--- src/core/dvb_pkg.sv ---
// Shared constants and types for the vertical sync and blanking offset block
package dvb_pkg;

	// =====================================================================
	// Register map (byte addresses on the AXI4-Lite slave)
	localparam int unsigned  ADDR_W     = 5;
	localparam logic [4:0]   OFF_VSYNC  = 5'h00;
	localparam logic [4:0]   OFF_BLANK  = 5'h04;
	localparam logic [4:0]   OFF_CTRL3  = 5'h08;
	localparam logic [4:0]   OFF_STATUS = 5'h0C;

	// =====================================================================
	// Reset values
	localparam logic [15:0]  VSYNC_RST  = 16'h0000;
	localparam logic [15:0]  BLANK_RST  = 16'h0000;
	localparam logic         VSOE_RST   = 1'b0;

	// =====================================================================
	// Field positions
	localparam int unsigned  FIELD_W    = 8;
	localparam int unsigned  WIDTH_LSB    = 8;
	localparam int unsigned  DELAY_LSB    = 0;
	localparam int unsigned  LINE_OFS_LSB = 8;
	localparam int unsigned  PIX_OFS_LSB  = 0;
	localparam int unsigned  VSOE_BIT   = 1;
	localparam int unsigned  STAT_LINE_LSB = 0;
	localparam int unsigned  STAT_PIX_LSB  = 16;
	localparam int unsigned  STAT_VS_BIT   = 24;
	localparam int unsigned  STAT_DE_BIT   = 25;

	// =====================================================================
	// Counters
	localparam int unsigned  LINE_W     = 10;
	localparam int unsigned  PIX_W      = 8;

	// =====================================================================
	// Bus responses
	localparam logic [1:0]   RESP_OKAY   = 2'h0;
	localparam logic [1:0]   RESP_SLVERR = 2'h2;

	typedef logic [LINE_W-1:0]  dvb_line_t;
	typedef logic [PIX_W-1:0]   dvb_pix_t;
	typedef logic [FIELD_W-1:0] dvb_field_t;

endpackage

--- src/core/dvb_cnt_if.sv ---
// Control and count signals between the timing logic and one counter
`timescale 1ns/1ps
interface dvb_cnt_if #(
	parameter int W = 8
);
	logic          restart;
	logic          step;
	logic [W-1:0]  count;

	modport ctrl (output restart, output step, input count);
	modport cnt  (input restart, input step, output count);
endinterface

--- src/core/dvb_counter.sv ---
// Saturating up counter with synchronous restart
`timescale 1ns/1ps
module dvb_counter #(
	parameter int W = 8
) (
	input  wire logic  aclk,
	input  wire logic  aresetn,
	dvb_cnt_if.cnt     cnt_if
);
	logic [W-1:0]  count_q;
	logic [W-1:0]  count_d;

	// =====================================================================
	// Next count: restart wins over a step in the same cycle
	always_comb begin
		count_d = count_q;
		if (cnt_if.restart) begin
			count_d = '0;
		end else if (cnt_if.step && (count_q != {W{1'b1}})) begin
			count_d = count_q + 1'b1;
		end
	end

	always_ff @(posedge aclk) begin
		if (!aresetn) begin
			count_q <= '0;
		end else begin
			count_q <= count_d;
		end
	end

	assign cnt_if.count = count_q;

	// =====================================================================
	// Checks
	counter_restart_a: assert property (@(posedge aclk) disable iff (!aresetn)
		cnt_if.restart |=> (count_q == '0))
		else $error("counter did not restart");

	counter_step_a: assert property (@(posedge aclk) disable iff (!aresetn)
		(cnt_if.step && !cnt_if.restart && (count_q != {W{1'b1}}))
		|=> (count_q == $past(count_q) + 1'b1))
		else $error("counter did not advance by one");

	counter_hold_a: assert property (@(posedge aclk) disable iff (!aresetn)
		(!cnt_if.step && !cnt_if.restart) |=> $stable(count_q))
		else $error("counter moved without a step");

endmodule

--- src/core/dvb_top.sv ---
// Vertical sync and blanking offset timing with its AXI4-Lite register slave
//
// Functional notes
// - The vertical sync pulse lasts as many lines as the width field in bits 15-8 of vertical_sync_timing.
// - The vertical sync output moves only while vsync_output_enable is set, and is held low otherwise.
// - Vertical sync starts after as many lines from vertical blanking start as bits 7-0 of vertical_sync_timing.
// - The first displayed line comes as many lines after vertical blanking start as bits 15-8 of display_blanking_offsets.
// - The first displayed pixel comes as many pixel clocks after horizontal blanking start as bits 7-0 of display_blanking_offsets.
`timescale 1ns/1ps
module dvb_top (
	input  wire logic         aclk,
	input  wire logic         aresetn,
	input  wire logic [4:0]   s_axi_awaddr,
	input  wire logic         s_axi_awvalid,
	output logic              s_axi_awready,
	input  wire logic [31:0]  s_axi_wdata,
	input  wire logic [3:0]   s_axi_wstrb,
	input  wire logic         s_axi_wvalid,
	output logic              s_axi_wready,
	output logic [1:0]        s_axi_bresp,
	output logic              s_axi_bvalid,
	input  wire logic         s_axi_bready,
	input  wire logic [4:0]   s_axi_araddr,
	input  wire logic         s_axi_arvalid,
	output logic              s_axi_arready,
	output logic [31:0]       s_axi_rdata,
	output logic [1:0]        s_axi_rresp,
	output logic              s_axi_rvalid,
	input  wire logic         s_axi_rready,
	input  wire logic         pixel_clock_en,
	input  wire logic         hblank_start,
	input  wire logic         vblank_start,
	output logic              vsync_out,
	output logic              display_enable_out
);

	// =====================================================================
	// Write channel state
	logic         aw_held_q,  aw_held_d;
	logic [4:0]   awaddr_q,   awaddr_d;
	logic         w_held_q,   w_held_d;
	logic [31:0]  wdata_q,    wdata_d;
	logic [3:0]   wstrb_q,    wstrb_d;
	logic         awready_q,  awready_d;
	logic         wready_q,   wready_d;
	logic         bvalid_q,   bvalid_d;
	logic [1:0]   bresp_q,    bresp_d;
	logic         do_write;

	// =====================================================================
	// Read channel state
	logic         arready_q,  arready_d;
	logic         rvalid_q,   rvalid_d;
	logic [31:0]  rdata_q,    rdata_d;
	logic [1:0]   rresp_q,    rresp_d;
	logic [31:0]  rd_word;
	logic         rd_hit;

	// =====================================================================
	// Configuration registers
	logic [15:0]  vsync_cfg_q, vsync_cfg_d;
	logic [15:0]  blank_cfg_q, blank_cfg_d;
	logic         vsoe_q,      vsoe_d;

	// =====================================================================
	// Timing state
	logic                 vsync_q,  vsync_d;
	logic                 de_q,     de_d;
	dvb_pkg::dvb_line_t   line_cnt;
	dvb_pkg::dvb_pix_t    pix_cnt;
	dvb_pkg::dvb_field_t  vs_width;
	dvb_pkg::dvb_field_t  vs_delay;
	dvb_pkg::dvb_field_t  line_ofs;
	dvb_pkg::dvb_field_t  pix_ofs;
	dvb_pkg::dvb_line_t   vs_start;
	dvb_pkg::dvb_line_t   vs_end;

	dvb_cnt_if #(.W(dvb_pkg::LINE_W)) line_if ();
	dvb_cnt_if #(.W(dvb_pkg::PIX_W))  pix_if ();

	// =====================================================================
	// AXI4-Lite write: address and data taken in either order
	always_comb begin
		aw_held_d = aw_held_q;
		awaddr_d  = awaddr_q;
		w_held_d  = w_held_q;
		wdata_d   = wdata_q;
		wstrb_d   = wstrb_q;
		bvalid_d  = bvalid_q;
		bresp_d   = bresp_q;
		do_write  = aw_held_q && w_held_q && !bvalid_q;
		if (s_axi_awvalid && awready_q) begin
			aw_held_d = 1'b1;
			awaddr_d  = s_axi_awaddr;
		end
		if (s_axi_wvalid && wready_q) begin
			w_held_d = 1'b1;
			wdata_d  = s_axi_wdata;
			wstrb_d  = s_axi_wstrb;
		end
		if (bvalid_q && s_axi_bready) begin
			bvalid_d = 1'b0;
		end
		if (do_write) begin
			aw_held_d = 1'b0;
			w_held_d  = 1'b0;
			bvalid_d  = 1'b1;
			if (awaddr_q[4] == 1'b0) begin
				bresp_d = dvb_pkg::RESP_OKAY;
			end else begin
				bresp_d = dvb_pkg::RESP_SLVERR;
			end
		end
		awready_d = !aw_held_d && !bvalid_d;
		wready_d  = !w_held_d && !bvalid_d;
	end

	always_ff @(posedge aclk) begin
		if (!aresetn) begin
			aw_held_q <= 1'b0;
			awaddr_q  <= 5'h00;
			w_held_q  <= 1'b0;
			wdata_q   <= 32'h00000000;
			wstrb_q   <= 4'h0;
			awready_q <= 1'b0;
			wready_q  <= 1'b0;
			bvalid_q  <= 1'b0;
			bresp_q   <= dvb_pkg::RESP_OKAY;
		end else begin
			aw_held_q <= aw_held_d;
			awaddr_q  <= awaddr_d;
			w_held_q  <= w_held_d;
			wdata_q   <= wdata_d;
			wstrb_q   <= wstrb_d;
			awready_q <= awready_d;
			wready_q  <= wready_d;
			bvalid_q  <= bvalid_d;
			bresp_q   <= bresp_d;
		end
	end

	// =====================================================================
	// Register file; status word is read only and ignores writes
	always_comb begin
		vsync_cfg_d = vsync_cfg_q;
		blank_cfg_d = blank_cfg_q;
		vsoe_d      = vsoe_q;
		if (do_write) begin
			case ({awaddr_q[4:2], 2'b00})
				dvb_pkg::OFF_VSYNC: begin
					if (wstrb_q[0]) vsync_cfg_d[7:0]  = wdata_q[7:0];
					if (wstrb_q[1]) vsync_cfg_d[15:8] = wdata_q[15:8];
				end
				dvb_pkg::OFF_BLANK: begin
					if (wstrb_q[0]) blank_cfg_d[7:0]  = wdata_q[7:0];
					if (wstrb_q[1]) blank_cfg_d[15:8] = wdata_q[15:8];
				end
				dvb_pkg::OFF_CTRL3: begin
					if (wstrb_q[0]) vsoe_d = wdata_q[dvb_pkg::VSOE_BIT];
				end
				default: begin
				end
			endcase
		end
	end

	always_ff @(posedge aclk) begin
		if (!aresetn) begin
			vsync_cfg_q <= dvb_pkg::VSYNC_RST;
			blank_cfg_q <= dvb_pkg::BLANK_RST;
			vsoe_q      <= dvb_pkg::VSOE_RST;
		end else begin
			vsync_cfg_q <= vsync_cfg_d;
			blank_cfg_q <= blank_cfg_d;
			vsoe_q      <= vsoe_d;
		end
	end

	// =====================================================================
	// AXI4-Lite read
	always_comb begin
		rd_word = 32'h00000000;
		rd_hit  = 1'b1;
		case ({s_axi_araddr[4:2], 2'b00})
			dvb_pkg::OFF_VSYNC:  rd_word[15:0] = vsync_cfg_q;
			dvb_pkg::OFF_BLANK:  rd_word[15:0] = blank_cfg_q;
			dvb_pkg::OFF_CTRL3:  rd_word[dvb_pkg::VSOE_BIT] = vsoe_q;
			dvb_pkg::OFF_STATUS: begin
				rd_word[dvb_pkg::STAT_LINE_LSB +: dvb_pkg::LINE_W] = line_cnt;
				rd_word[dvb_pkg::STAT_PIX_LSB +: dvb_pkg::PIX_W]   = pix_cnt;
				rd_word[dvb_pkg::STAT_VS_BIT] = vsync_q;
				rd_word[dvb_pkg::STAT_DE_BIT] = de_q;
			end
			default: rd_hit = 1'b0;
		endcase
	end

	always_comb begin
		rvalid_d = rvalid_q;
		rdata_d  = rdata_q;
		rresp_d  = rresp_q;
		if (rvalid_q && s_axi_rready) begin
			rvalid_d = 1'b0;
		end
		if (s_axi_arvalid && arready_q) begin
			rvalid_d = 1'b1;
			rdata_d  = rd_word;
			rresp_d  = rd_hit ? dvb_pkg::RESP_OKAY : dvb_pkg::RESP_SLVERR;
		end
		arready_d = !rvalid_d;
	end

	always_ff @(posedge aclk) begin
		if (!aresetn) begin
			arready_q <= 1'b0;
			rvalid_q  <= 1'b0;
			rdata_q   <= 32'h00000000;
			rresp_q   <= dvb_pkg::RESP_OKAY;
		end else begin
			arready_q <= arready_d;
			rvalid_q  <= rvalid_d;
			rdata_q   <= rdata_d;
			rresp_q   <= rresp_d;
		end
	end

	// =====================================================================
	// Line and pixel counters, each restarted by its blanking start
	assign line_if.restart = vblank_start;
	assign line_if.step    = hblank_start;
	assign pix_if.restart  = hblank_start;
	assign pix_if.step     = pixel_clock_en;
	assign line_cnt        = line_if.count;
	assign pix_cnt         = pix_if.count;

	dvb_counter #(.W(dvb_pkg::LINE_W)) u_line_cnt (
		.aclk    (aclk),
		.aresetn (aresetn),
		.cnt_if  (line_if)
	);

	dvb_counter #(.W(dvb_pkg::PIX_W)) u_pix_cnt (
		.aclk    (aclk),
		.aresetn (aresetn),
		.cnt_if  (pix_if)
	);

	// =====================================================================
	// Sync and display enable comparisons
	assign vs_width = vsync_cfg_q[dvb_pkg::WIDTH_LSB +: dvb_pkg::FIELD_W];
	assign vs_delay = vsync_cfg_q[dvb_pkg::DELAY_LSB +: dvb_pkg::FIELD_W];
	assign line_ofs = blank_cfg_q[dvb_pkg::LINE_OFS_LSB +: dvb_pkg::FIELD_W];
	assign pix_ofs  = blank_cfg_q[dvb_pkg::PIX_OFS_LSB +: dvb_pkg::FIELD_W];
	assign vs_start = {2'b00, vs_delay};
	assign vs_end   = vs_start + {2'b00, vs_width};

	always_comb begin
		// A zero width leaves the window empty, so no pulse at all
		vsync_d = vsoe_q
			&& (line_cnt >= vs_start)
			&& (line_cnt < vs_end);
		de_d    = (line_cnt >= {2'b00, line_ofs})
			&& (pix_cnt >= pix_ofs);
	end

	always_ff @(posedge aclk) begin
		if (!aresetn) begin
			vsync_q <= 1'b0;
			de_q    <= 1'b0;
		end else begin
			vsync_q <= vsync_d;
			de_q    <= de_d;
		end
	end

	assign s_axi_awready      = awready_q;
	assign s_axi_wready       = wready_q;
	assign s_axi_bvalid       = bvalid_q;
	assign s_axi_bresp        = bresp_q;
	assign s_axi_arready      = arready_q;
	assign s_axi_rvalid       = rvalid_q;
	assign s_axi_rdata        = rdata_q;
	assign s_axi_rresp        = rresp_q;
	assign vsync_out          = vsync_q;
	assign display_enable_out = de_q;

	// =====================================================================
	// Checks
	vsync_width_a: assert property (@(posedge aclk) disable iff (!aresetn)
		$fell(vsync_q) |-> (($past(line_cnt) == $past(vs_end)) || ($past(line_cnt) == '0)
			|| !$past(vsoe_q) || ($past(vsync_cfg_q) != $past(vsync_cfg_q, 2))))
		else $error("vsync ended at the wrong line");

	vsync_idle_a: assert property (@(posedge aclk) disable iff (!aresetn)
		!$past(vsoe_q) |-> !vsync_q)
		else $error("vsync moved while its output was disabled");

	vsync_start_a: assert property (@(posedge aclk) disable iff (!aresetn)
		$rose(vsync_q) |-> (($past(line_cnt) == $past(vs_start)) || !$past(vsoe_q, 2)
			|| ($past(vsync_cfg_q) != $past(vsync_cfg_q, 2))))
		else $error("vsync started at the wrong line");

	vsync_zero_a: assert property (@(posedge aclk) disable iff (!aresetn)
		($past(vs_width) == '0) |-> !vsync_q)
		else $error("vsync pulsed with zero width");

	first_line_a: assert property (@(posedge aclk) disable iff (!aresetn)
		de_q |-> ($past(line_cnt) >= {2'b00, $past(line_ofs)}))
		else $error("display enabled before the first displayed line");

	first_pixel_a: assert property (@(posedge aclk) disable iff (!aresetn)
		de_q |-> ($past(pix_cnt) >= $past(pix_ofs)))
		else $error("display enabled before the first displayed pixel");

	hblank_blank_a: assert property (@(posedge aclk) disable iff (!aresetn)
		hblank_start ##1 (pix_ofs != '0) |=> !de_q)
		else $error("display enable not dropped after horizontal blanking start");

	bvalid_hold_a: assert property (@(posedge aclk) disable iff (!aresetn)
		(bvalid_q && !s_axi_bready) |=> (bvalid_q && $stable(bresp_q)))
		else $error("write response dropped before it was taken");

	rvalid_hold_a: assert property (@(posedge aclk) disable iff (!aresetn)
		(rvalid_q && !s_axi_rready) |=> (rvalid_q && $stable(rdata_q)))
		else $error("read data dropped before it was taken");

	write_lands_a: assert property (@(posedge aclk) disable iff (!aresetn)
		(do_write && ({awaddr_q[4:2], 2'b00} == dvb_pkg::OFF_VSYNC) && (wstrb_q == 4'hF))
		|=> (vsync_cfg_q == $past(wdata_q[15:0])))
		else $error("vsync register write did not land");

endmodule

--- config.mk ---
export PLATFORM = sky130hd
export DESIGN_NAME = dvb_top
export DESIGN_NICKNAME = d
export VERILOG_FILES = /design/src/core/dvb_pkg.sv /design/src/core/dvb_cnt_if.sv /design/src/core/dvb_counter.sv /design/src/core/dvb_top.sv
export SDC_FILE = /design/constraint.sdc
export NUM_CORES = 1
export LEC_CHECK = 0
export BUFFER_PORTS_ARGS = -buffer_cell sky130_fd_sc_hd__buf_2
export CAP_MARGIN = 15
export CORE_UTILIZATION = 38
export CTS_BUF_LIST = sky130_fd_sc_hd__clkbuf_8
export DETAILED_ROUTE_END_ITERATION = 8
export GPL_TIMING_DRIVEN = 0
export HOLD_SLACK_MARGIN = 0.1
export PLACE_DENSITY = 0.66
export SYNTH_ARGS = -nofsm -noshare
export SYNTH_HDL_FRONTEND = slang
export SYNTH_SLANG_ARGS = --single-unit
--- constraint.sdc ---
create_clock -name aclk -period 3.28 [get_ports aclk]
set_clock_uncertainty 0.1 [all_clocks]
set_input_delay 0.656 -clock aclk [delete_from_list [all_inputs] [get_ports aclk]]
set_output_delay 0.656 -clock aclk [all_outputs]
set_load 0.02 [all_outputs]
# == Yosys cells after proc, flatten, opt, wreduce, memory -nomap -nowiden ==
# Index checks and enable logic that the tools add are counted.
# word_totals
ff_bits,113
latchBits,0
mem_bits_rw,0
rom_bits,0
input_bits,56
mem_count,0
# classes
add_sub_neg,3
mul,0
div_mod_pow,0
magnitude_cmp,4
n_eq_ne,7
shift,0
muxes,16
n_bitwise,1
reduce_logical,29
# ops
op,count
case mux 8 bit (3 select lines),1
greater-or-equal comparator 10 x 8 -> 1 bit,2
AND reduction 3 bit,5
logical AND 1 bit,14
case mux 6 bit (2 select lines),1
adder 10 x 1 -> 10 bit (second input constant),1
less-than comparator 10 x 9 -> 1 bit,1
two-way mux 10 bit,1
inequality test 10 bit (second input constant),1
adder 8 x 8 -> 9 bit,1
== test 3 x 2 -> 1 bit (second input constant),3
two-way mux 1 bit,9
adder 8 x 1 -> 8 bit (second input constant),1
greater-or-equal comparator 8 bit,1
inequality test 8 bit (second input constant),1
== test 3 x 1 -> 1 bit (second input constant),2
zero test 3 bit,2
zero test 1 bit,5
two-way mux 2 bit,2
case mux 1 bit (4 select lines),1
OR reduction 2 bit,2
OR reduction 4 bit,1
case mux 1 bit (3 select lines),1
NOT 1 bit,1

# == Longest topological paths before layout ==
# Gate-level depths: netlist of run 1.
# depth
word_depth,5
mapped_depth,11
depth_no_buf,11

# == Modules after synthesis ==
# Synthesis of run 1 repeated with hierarchy kept, for this count alone.
# hier_totals
hier_cells,623
hier_area_um2,5689.2
# by_module_without_submodules
module,instances,cells_each,area_each_um2,seq_area_each_um2
dvb_top,1,519,4754.6,1821.7
dvb_counter (u_line_cnt),1,58,513.0,200.2
dvb_counter (u_pix_cnt),1,46,421.7,160.2

# == Least setup slack after synthesis of run 1 ==
# OpenSTA, ideal clock, no wires.
# synth_timing
path_type,register to register
start,register vsync_cfg_q[0]
end,"register vsync_q, in the netlist vsync_out"
setup_time_ps,79
t_arrival_ps,2358
t_required_ps,3101
slack_ps,743
stages_incl_launch_ff,11
path_buffers,0
cell_sequence,dfxtp_1 > ha_1 > fa_1 > a21o_1 > a21oi_1 > xor2_1 > ha_1 > a21oi_1 > o21ai_0 > a211o_1 > a211oi_2
# synth_via
elab_chain_len,3
word_cells_on_any_way,5
classes_between,add/sub: 1; order compare: 2; reduce/logical: 2
# synth_lines
element,line_no,source
"start, declared",dvb_top.sv:61,"logic [15:0] vsync_cfg_q, vsync_cfg_d;"
"start signal, assigned",dvb_top.sv:169,vsync_cfg_q <= dvb_pkg::VSYNC_RST;
"start signal, assigned",dvb_top.sv:173,vsync_cfg_q <= vsync_cfg_d;
adder 8 x 8 -> 9 bit / greater-or-equal comparator 10 x 8 -> 1 bit (equally long branches),"dvb_top.sv:255, dvb_top.sv:260",
less-than comparator 10 x 9 -> 1 bit / logical AND 1 bit (equally long branches),"dvb_top.sv:261, dvb_top.sv:260",
logical AND 1 bit *,dvb_top.sv:261,&& (line_cnt < vs_end);
"end signal, assigned",dvb_top.sv:271,vsync_q <= vsync_d;
"end, declared",dvb_top.sv:67,"logic vsync_q, vsync_d;"
# Mark *: on every way between the ends. The rest lies on a longest branch, timed or not.
# A chain may end at the register's enable or synchronous reset.

# == Final worst setup path of run 1 ==
# Ends and elaborated chain as after synthesis.

==> flow_summary_export.csv, run 1 <==
group,metric,value,unit
clock_tree,clkTransAtPathRegs,0.10,ns
clock_tree,cts-hold-fix-buffers,0,
final_layout,layout-drive-gt1-share,0.157,
power_and_ir_drop,leakage,2.50,nW
sta,final.setup.worst_slack,0.447,ns
clock_tree,cts_resized,0,
grt,grt_antenna_before_repair,0,
outcome,status,"finished clean",
grt,first_pass_grt_wire_length,22.2,mm
clock_tree,clk-insertion-delay-late,0.38,ns
clock_tree,post_cts.repair.setup_buffers,0,
final_layout,fin_nets,806,
synth,synth_ff_type,"sky130_fd_sc_hd__dfxtp_1",
final_layout,fin_util,0.452,
die,start_util,0.395,
place,placedCellCount,876,
power_and_ir_drop,cellPowerDensity,385,nW/um^2
detailed_routing,vias,4557,
final_layout,mostFrequentLayoutCells,"109 x sky130_fd_sc_hd__dfxtp_1, 80 x sky130_fd_sc_hd__nand2_1, 73 x sky130_fd_sc_hd__buf_2",
final_layout,multi_input_area,3070,um^2
clock_tree,numCtsBuffers,9,
synth,synthDistinctLibCells,52,
detailed_routing,ant_nets,0,
clock_tree,cell_at_the_root_of_the_clock_tree,"sky130_fd_sc_hd__clkbuf_8",
final_layout,seqCellArea,2180,um^2
sta,rsz0062_at_grt,"no",
synth,synth_top_area_frac,0.394,
critical_path,worstSetupPathType,"flop to flop",
die,dieHeight,123,um
sta,tightest_slew,0.540,ns
synth,synth_seq_area_share,0.394,
grt,grt_remaining_overflow,0,
place,dpl.hpwl,10.7,mm
clock_tree,tritoncts_num_sinks,109,
synth,synthesis.area_per_instance,8.90,um^2
place,detailed_place.area,6130,um^2
place,port-buffer-count,66,
power_and_ir_drop,post-layout-total-power,2.45,mW
grt,grt_pass1_vias,4447,
critical_path,maximum_cell_stage_delay_along_the_critical_path,0.41,ns
die,die_w,123,um
synth,yosys-top-cells-area,"sky130_fd_sc_hd__dfxtp_1 39%, sky130_fd_sc_hd__ha_1 9.5%, sky130_fd_sc_hd__mux2i_1 6.5%, sky130_fd_sc_hd__nand2_1 5.4%, sky130_fd_sc_hd__nor2b_1 4.7%",
critical_path,cell_type_group_with_the_largest_total_delay_on_the_critical_path,"compound AO/OA/AOI/OAI gates",
sta,layout_min_cycle_time,2.83,ns
sta,report.final.hold_viol_count,0,
detailed_routing,tritonroute_pass_1_iters,4,
sta,highest_clock_rate,353,MHz
critical_path,path_cells,"ha_1 -> fa_1 -> a21o_1 -> a21oi_1 -> o21ai_0 -> o41ai_1 -> ha_1 -> o211ai_1 -> nor2_1 -> a211oi_2",
final_layout,final_common_cell,"sky130_fd_sc_hd__dfxtp_1",
sta,post-route-period-util,0.864,
critical_path,worst_setup_path_start_kind,"flop",
detailed_routing,detail_route.wl_per_cell,15.3,um
sta,minimum_hold_slack,0.371,ns
critical_path,critical_path.max_fanout,4,
detailed_routing,initialDrtViolationCount,225,
critical_path,critical_path_arrival,3.04,ns
critical_path,worst_setup_path_end_kind,"flop",
synth,synth.cell_area,5550,um^2
die,core-area,14000,um^2
final_layout,layout.filler_cells,1368,
die,std_cell_rows,43,
sta,finalSetupViolations,0,
synth,yosysWarningCount,0,
sta,setup_tns,0,ns
final_layout,count_of_non_filler_cells_in_the_finished_layout,892,
clock_tree,max-clock-path-buffers,2,
die,die_ar,15100,um^2
critical_path,required,3.48,ns
detailed_routing,routed_wirelength,13.6,mm
die,io_pins,99,
synth,yosys.area.top_type,"sky130_fd_sc_hd__dfxtp_1",
place,pre_cts_slack,0.507,ns
detailed_routing,drc_errors,0,
sta,timing_max_transition_violations_final,0,
critical_path,critical-path-slowest-cell,"sky130_fd_sc_hd__fa_1",
place,gpl.final_weighted_congestion,0.834,
final_layout,final_area,6350,um^2
sta,maxSlewHeadroom,0.638,
critical_path,critical_path.n_buffers_inverters,0,
synth,synth-seq-cells,109,
clock_tree,cts_tree,"done",
power_and_ir_drop,vdd_drop_max,0.000288,V
clock_tree,cts.htree.levels,3,
synth,synthesis.instances,623,
grt,largest_net_degree_at_the_start_of_global_routing,19,
synth,synth-edff-count,0,
critical_path,crit_top_cell,"sky130_fd_sc_hd__ha_1",
flow_run,drv_cap,0,
final_layout,antenna_cells_inserted,0,
worst_hold_path,hold_path.class,"flop to flop",
final_layout,area.growth.synth_to_final,14.5,%
synth,async_flop_share,0,
grt,globalRouteTotalUtil,0.191,
detailed_routing,drt-vias-per-instance,5.11,
## state kept, by name, summed over array words and instances (netlist names), 2 cells and up
| register | count |
|---|---|
| s_axi_rdata | 26 |
| wstrb_q | 2 |
| blank_cfg_q | 16 |
| vsync_cfg_q | 16 |
| awaddr_q | 3 |
| wdata_q | 16 |
| u_pix_cnt.cnt_if.count | 8 |
| u_line_cnt.cnt_if.count | 10 |
## kinds of logic (layout without fill, tap and decap cells)
logic type,after synthesis,in the layout,synth area share
simple gates,233,233,0.211
compound gates,117,117,0.142
flops,109,109,0.394
buf+inv,65,147,0.0571
fa+ha+maj,43,43,0.0984
mux,37,37,0.0690
xor+xnor,18,18,0.0284
other cells,1,8,0.000676
## tightest hold or removal path, stage by stage (launching register included)
cell and delay [ns]:
sky130_fd_sc_hd__dfxtp_1 0.33, sky130_fd_sc_hd__nand2_1 0.05, sky130_fd_sc_hd__a21boi_0 0.06
## final timing paths
path	start	to	slack, ns	cells past startpoint
setup / recovery	vsync_cfg_q[0]	vsync_out	0.45	10
hold / removal	wdata_q[14]	wdata_q[14]	0.37	2
setup reg to reg	vsync_cfg_q[0]	vsync_out	0.45	10
hold reg to reg	wdata_q[14]	wdata_q[14]	0.37	2
## synth_stat cells, types with 9 or more instances
master / instances
sky130_fd_sc_hd__clkbuf_1: 13
sky130_fd_sc_hd__inv_1: 28
sky130_fd_sc_hd__nand2_1: 80
sky130_fd_sc_hd__o21ai_0: 37
sky130_fd_sc_hd__buf_4: 13
sky130_fd_sc_hd__ha_1: 42
sky130_fd_sc_hd__dfxtp_1: 109
sky130_fd_sc_hd__a22oi_1: 20
sky130_fd_sc_hd__nor2b_1: 42
sky130_fd_sc_hd__mux2i_1: 36
sky130_fd_sc_hd__nand3_1: 31
sky130_fd_sc_hd__a21oi_1: 10
sky130_fd_sc_hd__nor2_1: 31
sky130_fd_sc_hd__a21boi_0: 24
sky130_fd_sc_hd__xnor2_1: 10
sky130_fd_sc_hd__and2_1: 9
sky130_fd_sc_hd__nor3_1: 9
## per-layer routing
layer	routed length (um)	vias up	GRT usage
met5	0	-	0
met4	282	0	0.0724
met3	741	24	0.0386
met2	6220	115	0.302
met1	6390	2117	0.256
li1	-	2301	-
## area by class of cell
class	instances	area share
clock inverter	7	0.0156
sequential	109	0.344
multi-input combinational	456	0.484
clock buffer	9	0.0195
inverter	28	0.0166
timing repair buffer	66	0.0520
buffer	37	0.0333
tap	180	0.0355
## power by group
part / total (mW) / switching (mW) / internal, mW
Sequential: 1.37 / 0.0214 / 1.35
Combinational: 0.173 / 0.103 / 0.0705
Clock: 0.906 / 0.472 / 0.434
Total: 2.45 / 0.596 / 1.85
No activity file was read; power rests on OpenSTA's default activity.
==> run 2: changes to the inputs <==
Settings changed: CORE_ASPECT_RATIO set to 1.25, CORE_UTILIZATION 38 to 58, PLACE_DENSITY 0.66 to 0.9.
==> run 2 against run 1 <==
Worst hold slack about the same; die area shrank 34%; sequential share of layout area grew 0.47 points; largest power group unchanged; critical path type unchanged; setup slack got worse by 0.035 ns; core utilization grew 23 points; count of clock-buffer cells in the layout is 1 higher; sequential cell count is the same; combinational power hardly changed; largest cell class unchanged; first-iteration DRC count grew 3.6%; fmax is 1.2% lower.
==> flow_summary_export.csv, run 2 (synthesized netlist as in run 1, its figures left out) <==
group,metric,value,unit
clock_tree,numCtsBuffers,9,
power_and_ir_drop,clockPowerShare,0.356,
critical_path,maximum_cell_stage_delay_along_the_critical_path,0.42,ns
critical_path,critical_path_arrival,3.07,ns
clock_tree,cell_at_the_root_of_the_clock_tree,"sky130_fd_sc_hd__clkbuf_8",
critical_path,worst_setup_path_end_kind,"flop",
power_and_ir_drop,leakage,2.50,nW
place,pre_cts_slack,0.511,ns
sta,timing_max_transition_violations_final,0,
final_layout,largest_register_ff_count,26,
power_and_ir_drop,vdd_drop_max,0.000296,V
clock_tree,cts_resized,0,
sta,finalSetupViolations,0,
sta,final.setup.worst_slack,0.412,ns
clock_tree,post_cts.repair.setup_buffers,0,
sta,post-route-period-util,0.874,
grt,first_pass_grt_wire_length,21.2,mm
critical_path,path_cells,"ha_1 -> fa_1 -> a21o_1 -> a21oi_1 -> xor2_1 -> ha_1 -> a21oi_1 -> o21ai_0 -> a211o_1 -> a211oi_2",
sta,setup_tns,0,ns
final_layout,final_area,6260,um^2
power_and_ir_drop,net-switching-power,0.596,mW
power_and_ir_drop,p_int,1.80,mW
sta,report.final.hold_viol_count,0,
final_layout,seqCellArea,2180,um^2
detailed_routing,drt-vias-per-instance,5.68,
die,io_pins,99,
grt,grt_pass1_vias,4596,
critical_path,required,3.49,ns
die,core-area,9220,um^2
power_and_ir_drop,post-layout-total-power,2.39,mW
final_layout,final_common_cell,"sky130_fd_sc_hd__dfxtp_1",
place,gpl.final_weighted_congestion,0.881,
place,detailed_place.area,6060,um^2
place,dpl.hpwl,10.0,mm
detailed_routing,tritonroute_pass_1_iters,5,
power_and_ir_drop,switching_share,0.249,
die,die_w,89.5,um
sta,minimum_hold_slack,0.371,ns
final_layout,count_of_non_filler_cells_in_the_finished_layout,835,
die,std_cell_rows,39,
final_layout,layout.filler_cells,715,
critical_path,cell_type_group_with_the_largest_total_delay_on_the_critical_path,"compound AO/OA/AOI/OAI gates",
worst_hold_path,hold_path.class,"flop to flop",
final_layout,layout-drive-gt1-share,0.156,
detailed_routing,initialDrtViolationCount,233,
sta,layout_min_cycle_time,2.87,ns
grt,largest_net_degree_at_the_start_of_global_routing,19,
power_and_ir_drop,cellPowerDensity,382,nW/um^2
die,die_ar,9960,um^2
sta,highest_clock_rate,349,MHz
outcome,status,"finished clean",
power_and_ir_drop,pwr-share-seq,0.572,
place,port-buffer-count,66,
critical_path,critical_path.max_fanout,4,
sta,tightest_slew,0.512,ns
sta,maxSlewHeadroom,0.657,
clock_tree,clkTransAtPathRegs,0.11,ns
sta,rsz0062_at_grt,"no",
final_layout,multi_input_area,3070,um^2
die,dieHeight,111,um
final_layout,area.growth.synth_to_final,13.0,%
detailed_routing,vias,4743,
detailed_routing,detail_route.wl_per_cell,15.5,um
flow_run,drv_cap,0,
critical_path,worstSetupPathType,"flop to flop",
clock_tree,cts_tree,"done",
grt,grt_remaining_overflow,0,
final_layout,fin_util,0.679,
grt,globalRouteTotalUtil,0.277,
detailed_routing,routed_wirelength,12.9,mm
detailed_routing,ant_nets,0,
final_layout,fin_nets,806,
clock_tree,max-clock-path-buffers,2,
clock_tree,cts.htree.levels,3,
final_layout,mostFrequentLayoutCells,"109 x sky130_fd_sc_hd__dfxtp_1, 80 x sky130_fd_sc_hd__nand2_1, 73 x sky130_fd_sc_hd__buf_2",
power_and_ir_drop,power.combinational.fraction,0.072,
grt,grt_antenna_before_repair,0,
clock_tree,clk-insertion-delay-late,0.39,ns
clock_tree,tritoncts_num_sinks,109,
critical_path,critical-path-slowest-cell,"sky130_fd_sc_hd__fa_1",
final_layout,antenna_cells_inserted,0,
clock_tree,cts-hold-fix-buffers,0,
detailed_routing,drc_errors,0,
place,placedCellCount,819,
critical_path,worst_setup_path_start_kind,"flop",
die,start_util,0.601,
critical_path,critical_path.n_buffers_inverters,0,
-- run 2: changes by cell type in the layout (fill, tap and decap cells not counted) --
cell	previous run	this run
sky130_fd_sc_hd__bufinv_16	2	1
sky130_fd_sc_hd__clkbuf_8	9	10
sky130_fd_sc_hd__clkinv_2	1	0
sky130_fd_sc_hd__clkinv_4	2	1
sky130_fd_sc_hd__inv_1	28	29
sky130_fd_sc_hd__inv_8	0	1
-- run 2: metal layers --
layer / track usage / wire length (um)
met1: 0.336 / 5410
met2: 0.456 / 6260
met3: 0.0395 / 678
met5: 0 / 0
met4: 0.162 / 584
-- run 2: worst reg2reg max path, delay by kind of cell (launching register included) --
family / cells / cell delay [ns]
flops: 1 / 0.38
xor+xnor: 1 / 0.17
fa+ha+maj: 3 / 0.93
compound gates: 6 / 1.20
-- run 2: cell type report --
cell class	instances	area share
Sequential cell	109	0.348
Clock inverter	6	0.0112
Timing Repair Buffer	66	0.0527
Inverter	28	0.0168
Tap cell	123	0.0246
Buffer	37	0.0338
Clock buffer	10	0.0220
Multi-Input combinational cell	456	0.491
-- run 2: path summary, 6_finish.rpt --
check | slack, ns | end | depth (start not counted) | startpoint
min reg2reg | 0.37 | wdata_q[8] | 2 | wdata_q[8]
max | 0.41 | vsync_out | 10 | vsync_cfg_q[0]
min | 0.37 | wdata_q[8] | 2 | wdata_q[8]
max reg2reg | 0.41 | vsync_out | 10 | vsync_cfg_q[0]
-- run 2: power by group through the flow --
stage	sequential (mW)	combinational, mW	clock, mW
floorplan	1.40	0.109	0
global placement	1.39	0.166	0
detailed placement	1.40	0.171	0
CTS	1.37	0.172	0.857
global route	1.37	0.191	0.915
finish	1.37	0.173	0.852
